<file path="src/verilog/lae_pkg.sv">
// Purpose: Shared constants and types for the AND / branch-if-equal unit
// Assumes: 32-bit instruction words, 32-bit registers, 32 registers
// Notes: Field positions follow the standard three-field word layout
package lae_pkg;

  // Primary and extended opcodes
  localparam logic [5:0] LAE_OPC_RTYPE = 6'h3a;
  localparam logic [5:0] LAE_OPX_AND = 6'h0e;
  localparam logic [5:0] LAE_OPC_ANDHI = 6'h2c;
  localparam logic [5:0] LAE_OPC_ANDI = 6'h0c;
  localparam logic [5:0] LAE_OPC_BEQ = 6'h26;

  // Field positions (least significant bit of each field)
  localparam int LAE_FA_LSB = 27;
  localparam int LAE_FB_LSB = 22;
  localparam int LAE_FC_LSB = 17;
  localparam int LAE_OPX_LSB = 11;
  localparam int LAE_IMM_LSB = 6;
  localparam int LAE_OPC_LSB = 0;

  // Halfword filler and sequential step
  localparam logic [15:0] LAE_HALF_ZERO = 16'h0000;
  localparam logic [31:0] LAE_PC_STEP = 32'h0000_0004;

  // Values after reset
  localparam logic [31:0] LAE_RST_WORD = 32'h0000_0000;
  localparam logic [4:0] LAE_RST_IDX = 5'h00;

  // Decoded operation
  typedef enum logic [2:0] {
    LAE_OP_NONE = 3'b000,
    LAE_OP_AND = 3'b001,
    LAE_OP_ANDHI = 3'b010,
    LAE_OP_ANDI = 3'b011,
    LAE_OP_BEQ = 3'b100
  } lae_op_e;

endpackage

</file>
<file path="src/verilog/lae_exec.sv">
// Purpose: Execute AND, AND-high, AND-immediate and branch-if-equal
// Assumes: Operand values arrive with the word, read from the register file
// Notes: One-cycle latency; all outputs registered; data and next PC held between strobes
// What this block does
// - Register-format 0x3a/0x0e writes first AND second source to dest.
// - Register AND uses two source indices and one destination index.
// - Opcode 0x2c ANDs source with immediate in upper half, low zero.
// - Opcode 0x0c ANDs source with zero-extended immediate in low half.
// - Both AND immediates are unsigned and never sign-extended.
// - Opcode 0x26 branches to PC+4+offset when equal, else PC+4.
// - Branch offset is a signed byte displacement from the next word.
// - Taken branch to a target not word aligned raises an exception.
// - Branch-if-equal holds two register indices and signed offset.
`timescale 1ns/100ps
`default_nettype none
module lae_exec
  import lae_pkg::*;
#(
  parameter int XLEN = 32 // Register width
)
(
  input wire logic ref_clk,                  // Core clock, 100 MHz
  input wire logic rst_n,                    // Asynchronous reset, low
  input wire logic instr_valid,              // Word and operands valid
  input wire logic [31:0] instr_word,        // Instruction word
  input wire logic [31:0] instr_pc,          // Address of this instruction
  input wire logic [XLEN-1:0] first_src_reg, // Value of first source
  input wire logic [XLEN-1:0] second_src_reg,// Value of second source
  output logic claim,                        // Word was one of ours
  output logic wr_en,                        // Register write strobe
  output logic [4:0] wr_idx,                 // Register written
  output logic [XLEN-1:0] wr_data,           // Value written
  output logic pc_valid,                     // Next PC is presented
  output logic [31:0] next_pc,               // Next PC after a branch
  output logic misalign_exc                  // Misaligned branch target
);

  lae_op_e op;
  logic [4:0] second_idx;
  logic [4:0] dest_reg;
  logic [15:0] immediate_field;
  logic [XLEN-1:0] hi_mask;
  logic [XLEN-1:0] lo_mask;
  logic [XLEN-1:0] result_d;
  logic [4:0] idx_d;
  logic wr_d;
  logic [31:0] seq_pc;
  logic [31:0] disp;
  logic [31:0] target;
  logic equal;
  logic taken;
  logic claim_q;
  logic wr_en_q;
  logic [4:0] wr_idx_q;
  logic [XLEN-1:0] wr_data_q;
  logic pc_valid_q;
  logic [31:0] next_pc_q;
  logic misalign_q;

  // Field split and opcode match live in the leaf decoder
  lae_decode u_decode (
    .instr_word(instr_word),
    .op(op),
    .first_idx(),
    .second_idx(second_idx),
    .dest_idx(dest_reg),
    .immediate_field(immediate_field)
  );

  // Immediate masks: both zero-filled, never sign-extended
  assign hi_mask = {immediate_field, LAE_HALF_ZERO};
  assign lo_mask = {LAE_HALF_ZERO, immediate_field};

  // Result and destination select for the three AND forms
  always_comb
  begin
    result_d = '0;
    idx_d = LAE_RST_IDX;
    wr_d = 1'b0;
    unique case (op)
      LAE_OP_AND:
      begin
        result_d = first_src_reg & second_src_reg;
        idx_d = dest_reg;
        wr_d = instr_valid;
      end
      LAE_OP_ANDHI:
      begin
        result_d = first_src_reg & hi_mask;
        idx_d = second_idx;
        wr_d = instr_valid;
      end
      LAE_OP_ANDI:
      begin
        result_d = first_src_reg & lo_mask;
        idx_d = second_idx;
        wr_d = instr_valid;
      end
      LAE_OP_BEQ, LAE_OP_NONE:
      begin
        wr_d = 1'b0;
      end
    endcase
  end

  // Branch target: offset counts from the following instruction
  assign seq_pc = instr_pc + LAE_PC_STEP;
  assign disp = {{16{immediate_field[15]}}, immediate_field};
  assign target = seq_pc + disp;
  assign equal = (first_src_reg == second_src_reg);
  assign taken = instr_valid && (op == LAE_OP_BEQ) && equal;

  // Claim pulse so the pipeline knows this unit handled the word
  always_ff @(posedge ref_clk or negedge rst_n)
  begin
    if (!rst_n)
    begin
      claim_q <= 1'b0;
    end
    else
    begin
      claim_q <= instr_valid && (op != LAE_OP_NONE);
    end
  end

  // Register write-back; data is held between strobes
  always_ff @(posedge ref_clk or negedge rst_n)
  begin
    if (!rst_n)
    begin
      wr_en_q <= 1'b0;
      wr_idx_q <= LAE_RST_IDX;
      wr_data_q <= '0;
    end
    else
    begin
      wr_en_q <= wr_d;
      if (wr_d)
      begin
        wr_idx_q <= idx_d;
        wr_data_q <= result_d;
      end
    end
  end

  // Next PC for the equal branch, taken or not
  always_ff @(posedge ref_clk or negedge rst_n)
  begin
    if (!rst_n)
    begin
      pc_valid_q <= 1'b0;
      next_pc_q <= LAE_RST_WORD;
    end
    else
    begin
      pc_valid_q <= instr_valid && (op == LAE_OP_BEQ);
      if (instr_valid && op == LAE_OP_BEQ)
      begin
        next_pc_q <= equal ? target : seq_pc;
      end
    end
  end

  // Only a taken branch can fault; fall-through is always aligned
  // as long as the current PC itself is aligned
  always_ff @(posedge ref_clk or negedge rst_n)
  begin
    if (!rst_n)
    begin
      misalign_q <= 1'b0;
    end
    else
    begin
      misalign_q <= taken && (target[1:0] != 2'b00);
    end
  end

  // Ports come straight from the flops
  assign claim = claim_q;
  assign wr_en = wr_en_q;
  assign wr_idx = wr_idx_q;
  assign wr_data = wr_data_q;
  assign pc_valid = pc_valid_q;
  assign next_pc = next_pc_q;
  assign misalign_exc = misalign_q;
endmodule // lae_exec
`default_nettype wire

</file>
<file path="src/verilog/lae_decode.sv">
// Purpose: Pure decode of one instruction word into operation and fields
// Assumes: Word is stable while the caller samples the outputs
// Notes: Combinational; the caller registers everything it drives out
`timescale 1ns/100ps
`default_nettype none
module lae_decode
  import lae_pkg::*;
(
  input wire logic [31:0] instr_word, // Instruction being decoded
  output lae_op_e op,                 // Recognised operation
  output logic [4:0] first_idx,       // First source register index
  output logic [4:0] second_idx,      // Second source / immediate dest index
  output logic [4:0] dest_idx,        // Register-format destination index
  output logic [15:0] immediate_field // Raw 16-bit immediate
);

  logic [5:0] opc;
  logic [5:0] opx;

  // Field extraction at fixed positions
  assign first_idx = instr_word[LAE_FA_LSB +: 5];
  assign second_idx = instr_word[LAE_FB_LSB +: 5];
  assign dest_idx = instr_word[LAE_FC_LSB +: 5];
  assign immediate_field = instr_word[LAE_IMM_LSB +: 16];
  assign opc = instr_word[LAE_OPC_LSB +: 6];
  assign opx = instr_word[LAE_OPX_LSB +: 6];

  // Opcode recognition; anything else is left to other units
  always_comb
  begin
    op = LAE_OP_NONE;
    if (opc == LAE_OPC_RTYPE && opx == LAE_OPX_AND)
    begin
      op = LAE_OP_AND;
    end
    else if (opc == LAE_OPC_ANDHI)
    begin
      op = LAE_OP_ANDHI;
    end
    else if (opc == LAE_OPC_ANDI)
    begin
      op = LAE_OP_ANDI;
    end
    else if (opc == LAE_OPC_BEQ)
    begin
      op = LAE_OP_BEQ;
    end
  end

endmodule // lae_decode
`default_nettype wire

</file>
<file path="config.mk">
export PLATFORM = sky130hd
export DESIGN_NAME = lae_exec
export DESIGN_NICKNAME = d
export VERILOG_FILES = /design/src/verilog/lae_pkg.sv /design/src/verilog/lae_exec.sv /design/src/verilog/lae_decode.sv
export SDC_FILE = /design/constraint.sdc
export NUM_CORES = 1
export LEC_CHECK = 0
export ABC_AREA = 1
export BUFFER_PORTS_ARGS = -buffer_cell sky130_fd_sc_hd__buf_4
export CAP_MARGIN = 20
export CELL_PAD_IN_SITES_DETAIL_PLACEMENT = 0
export CELL_PAD_IN_SITES_GLOBAL_PLACEMENT = 1
export CORE_MARGIN = 8
export CORE_UTILIZATION = 40
export DETAILED_ROUTE_END_ITERATION = 8
export PLACE_DENSITY = 0.88
export SLEW_MARGIN = 20
export SYNTH_ARGS = -nofsm -noshare
export SYNTH_HDL_FRONTEND = slang
export SYNTH_HIERARCHICAL = 1
export SYNTH_SLANG_ARGS = --single-unit
</file>
<file path="constraint.sdc">
create_clock -name ref_clk -period 1.6 [get_ports ref_clk]
set_clock_uncertainty 0.05 [all_clocks]
set_input_delay 0.16 -clock ref_clk [delete_from_list [all_inputs] [get_ports ref_clk]]
set_output_delay 0.16 -clock ref_clk [all_outputs]
set_load 0.02 [all_outputs]
</file>
# Word level (Yosys, flattened, before mapping)
# Cells that the tools add are included.
word_totals:
  register_bits: 73
  in_bits: 131
  out_inout_bits: 73
  word_cells: 41
op_classes:
  addsub: 2
  eq_ne: 10
  n_mux: 8
  bitwise_logic: 3
  n_reduce_logical: 11
op_table:
  columns: ["cell", "count"]
  rows:
  - ["case mux 32 bit (3 select lines)", 1]
  - ["AND 32 bit", 2]
  - ["adder 32 x 3 -> 32 bit (second input constant)", 1]
  - ["adder 32 bit", 1]
  - ["AND 32 x 16 -> 32 bit", 1]
  - ["== test 32 bit", 1]
  - ["2-to-1 mux 32 bit", 1]
  - ["== test 6 bit (second input constant)", 3]
  - ["== test 6 x 4 -> 1 bit (second input constant)", 2]
  - ["2-to-1 mux 3 bit", 4]
  - ["case mux 5 bit (2 select lines)", 1]
  - ["== test 3 x 2 -> 1 bit (second input constant)", 2]
  - ["logical AND 1 bit", 5]
  - ["OR reduction 2 bit", 2]
  - ["== test 3 x 1 -> 1 bit (second input constant)", 1]
  - ["== test 3 bit (second input constant)", 1]
  - ["zero test 3 bit", 1]
  - ["nonzero test 3 bit", 1]
  - ["OR reduction 3 bit", 1]
  - ["case mux 1 bit (2 select lines)", 1]
  - ["nonzero test 2 bit", 1]

# Depth between registers and ports, before layout
depth:
  word_depth: 9
  depth_mapped: 25
  ltp_nobuf: 25

# By module
# Netlist, hierarchy kept.
by_module_without_submodules:
  columns: ["mod", "instances", "cells_each", "area_per_inst_um2", "seq_area_each_um2"]
  rows:
  - ["lae_exec", 1, 1114, 7051.8, 1826.8]
  - ["lae_decode", 1, 56, 342.8, 0.0]

# Worst setup path before layout
# Ideal clock, no wire load.
synth_timing:
  path_kind: "input port to flip-flop"
  start: "input port instr_pc[2]"
  end: "register next_pc_q[24], in the netlist next_pc[24]"
  setup_ns: 0.113
  t_arrival_ns: 2.256
  required_time_ns: 1.437
  path_slack_ns: -0.819
  path_stages: 18
  n_path_buf: 0
  cell_sequence: "ha_1 nand2_1 nor2_2 nand2_2 nor3_4 nand2_1 xor2_1 inv_2 ha_1 nand2_1 nor2_1 inv_1 nor3_1 nand3_1 nand4_1 nand3_1 nand2_1 inv_1"
synth_via:
  elab_chain_len: 3
synth_lines:
  columns: ["element", "line", "text"]
  rows:
  - ["start: declaration", "lae_exec.sv:26", "input wire logic [31:0] instr_pc,"]
  - ["adder 32 x 3 -> 32 bit *", "lae_exec.sv:107", "assign seq_pc = instr_pc + LAE_PC_STEP;"]
  - ["adder 32 bit", "lae_exec.sv:109", "assign target = seq_pc + disp;"]
  - ["2-to-1 mux 32 bit *", "lae_exec.sv:159", "next_pc_q <= equal ? target : seq_pc;"]
  - ["end signal: assignment", "lae_exec.sv:159", null]
  - ["end: declaration", "lae_exec.sv:57", "logic [31:0] next_pc_q;"]
# Mark *: on every way between the ends. The rest lies on a longest branch, timed or not.
# A chain may end at the register's enable or synchronous reset.

# Final worst setup path
layout_timing:
  start: "input port instr_pc[2]"
  end: "register next_pc_q[19], in the netlist next_pc[19]"
# The elaborated chain is that of the path after synthesis.

==> impl_metrics.csv <==
group,metric,value,unit
sta,setup_violations,30,
synth,netlist_instances,1165,
pwr,p_sw_share,38.08,%
final_layout,fillCellCount,1366,
floorplan,die_w,151.6,um
final_layout,utilization,73.68,%
cts,clock_sinks,73,
cts,cts_inserted_buffers,9,
worst_setup_path,rr_startpoint,"next_pc[5]",
cts,ctsRootBufferMaster,"clkbuf_16",
worst_setup_path,worstRegToRegCells,2,
final_layout,stdcell_area,0.01328,mm2
detailed_routing,drt_iter0_markers,572,
worst_setup_path,crit_type,"in2reg",
floorplan,start_util,40.82,%
floorplan,core_region_area,0.01802,mm2
run,cap_violations,0,
sta,tightest_slew,0.5986,ns
worst_setup_path,start_kind,"input pin",
pwr,p_clk_share,26.9,%
cts,clock_path_buffers,2,
final_layout,mostFrequentLayoutCell,"buf_4",
sta,max_freq,427.7,MHz
pwr,leakagePower,0.006892,uW
final_layout,drive_above_1_share,50.84,%
worst_setup_path,regToRegSetupSlack,0.68,ns
detailed_routing,dr.pass1.iters,5,
min_path,min-delay-path-class,"in2reg",
synth,avgSynthCellArea,6.315,um2
detailed_routing,wl,34.41,mm
cts,clk_pin_slew_worst_paths,0.07,ns
pwr,internal_power,5091,uW
sta,fin_ws,-0.7380,ns
cts,clkLatencyLatePin,0.36,ns
worst_setup_path,crit_path_start,"instr_pc[2]",
global_routing,grt_use_total,27.62,%
place,dpl_cell_area,0.01092,mm2
worst_setup_path,r2r_end,"next_pc[5]",
final_layout,fin_nets,1800,
detailed_routing,avgViaCountPerCell,5.232,
outcome,status,"finished with violations",
final_layout,diodes,0,
floorplan,fp.dieH,151.6,um
global_routing,grt_pass1_vias,9332,
floorplan,fp.dieArea,0.02299,mm2
sta,rsz0062_at_grt,"yes",
sta,finalCritPeriodShare,146.1,%
final_layout,area_growth,80.51,%
global_routing,grt_pass1_wl,49.13,mm
floorplan,rows,49,
final_layout,final_cell_mix,"421 x buf_4, 315 x nand2_1, 122 x inv_1",
floorplan,num_io_pins,204,
detailed_routing,drc,0,
worst_setup_path,crit_fanout,4,
pwr,p_comb_share,47.0,%
pwr,p_sw,3130,uW
sta,drv_slew,0,
worst_setup_path,arrival,2.52,ns
pwr,p_seq_share,26.1,%
detailed_routing,routedWlPerCell,18.80,um
pwr,power_density,619.0,mW/mm2
worst_setup_path,cp.required,1.79,ns
place,io_buffers,198,
synth,syn_nets,1369,
place,post-dp-hpwl,25.02,mm
global_routing,grt_overflow_total,0,
detailed_routing,ant_nets,0,
synth,yosysWarnings,6,
place,place.gp.congestion,0.9189,
sta,period_minus_slack,2.338,ns
global_routing,grt_max_degree,35,
worst_setup_path,critPathCapture,"next_pc[19]",
detailed_routing,vias,9574,
sta,maxSlewHeadroom,60.09,%
cts,cts-htree-levels,3,
global_routing,antenna_found_initial,0,
outcome,failed_checks,"negative setup slack",
sta,finalHoldViolations,0,
worst_setup_path,critical_path.endpoint_type,"register",
synth,synth_area,0.007357,mm2
pwr,ir_drop,0.5672,mV
cts,tritoncts,"yes",
pwr,total_power,8221,uW
-- sequential cells by signal (all words and copies together), names as in the netlist --
register / count
pc_valid: 1
wr_data: 32
claim: 1
wr_idx: 5
misalign_exc: 1
next_pc: 32
wr_en: 1
-- final cells by class --
type                       count  area [um2]  share of cell area, %
clock inverter                 6       66.31                 0.4993
clock buffer                  10       239.0                  1.800
sequential                    73        1827                  13.76
inverter                     174       678.2                  5.106
multi-input combinational    870        6406                  48.24
timing repair buffer         468        3777                  28.44
tap                          229       286.5                  2.158
-- worst min-delay path by stage --
stage / to / start / slack [ns] / depth (start not counted)
after global placement: next_pc[0] / rst_n / 0.02 / 1
after floorplan: claim / rst_n / -0.19 / 0
final: next_pc[1] / instr_pc[1] / 0.02 / 3
after CTS: next_pc[1] / instr_pc[1] / 0.02 / 3
after detailed placement: next_pc[0] / rst_n / 0.02 / 1
after global routing: wr_idx[4] / instr_word[26] / 0.04 / 3
-- critical path, stage by stage --
cell,delay [ns]
buf_12,0.09
ha_4,0.13
nand2_4,0.05
nor2_4,0.17
inv_2,0.07
nor2_4,0.12
buf_4,0.14
xnor2_2,0.12
inv_2,0.10
ha_4,0.33
nand2_4,0.08
inv_2,0.08
nand2_1,0.07
nand3_2,0.10
buf_4,0.12
nand2_1,0.05
nand2_2,0.11
a21oi_4,0.05
or2_1,0.25
nand3_2,0.07
nand2_1,0.06
-- per-stage QoR --
stage | instances | hold WS (ns) | setup slack [ns] | setup TNS [ns]
floorplan | 1165 | -0.1856 | -0.5775 | -9.405
global placement | 1759 | 0.02236 | -1.224 | -28.83
detailed placement | 1759 | 0.02370 | -1.212 | -30.87
CTS | 1807 | 0.01997 | -0.6811 | -11.53
global route | 1830 | 0.03782 | -0.8877 | -17.95
finish | 1830 | 0.02325 | -0.7380 | -14.35
-- layer usage --
metal | vias up | track usage (%) | routed length [um]
met3 | 88 | 3.742 | 2358
met4 | 0 | 8.035 | 1177
li1 | 4556 | - | -
met2 | 387 | 48.07 | 16950
met1 | 4543 | 34.95 | 13920
met5 | - | 0 | 0
-- power by group through the flow --
stage / Sequential [uW] / Combinational (uW) / Clock (uW)
2_1_floorplan: 2370 / 1260 / 0
3_3_place_gp: 2170 / 2880 / 0
3_5_place_dp: 2170 / 2920 / 0
4_1_cts: 2140 / 3350 / 2220
5_1_grt: 2160 / 4120 / 2290
6_report: 2140 / 3860 / 2210
-- repair_timing --
| action | CTS | global route |
|---|---|---|
| endpoints found under the hold margin | 75 | 0 |
| hold buffers | 3 | 0 |
| buffers inserted | 35 | 24 |
| setup endpoints to repair | 32 | 32 |
| pin swaps | 107 | 84 |
| gates resized for setup | 204 | 172 |
Note: power is estimated with default switching activity, not from simulation.
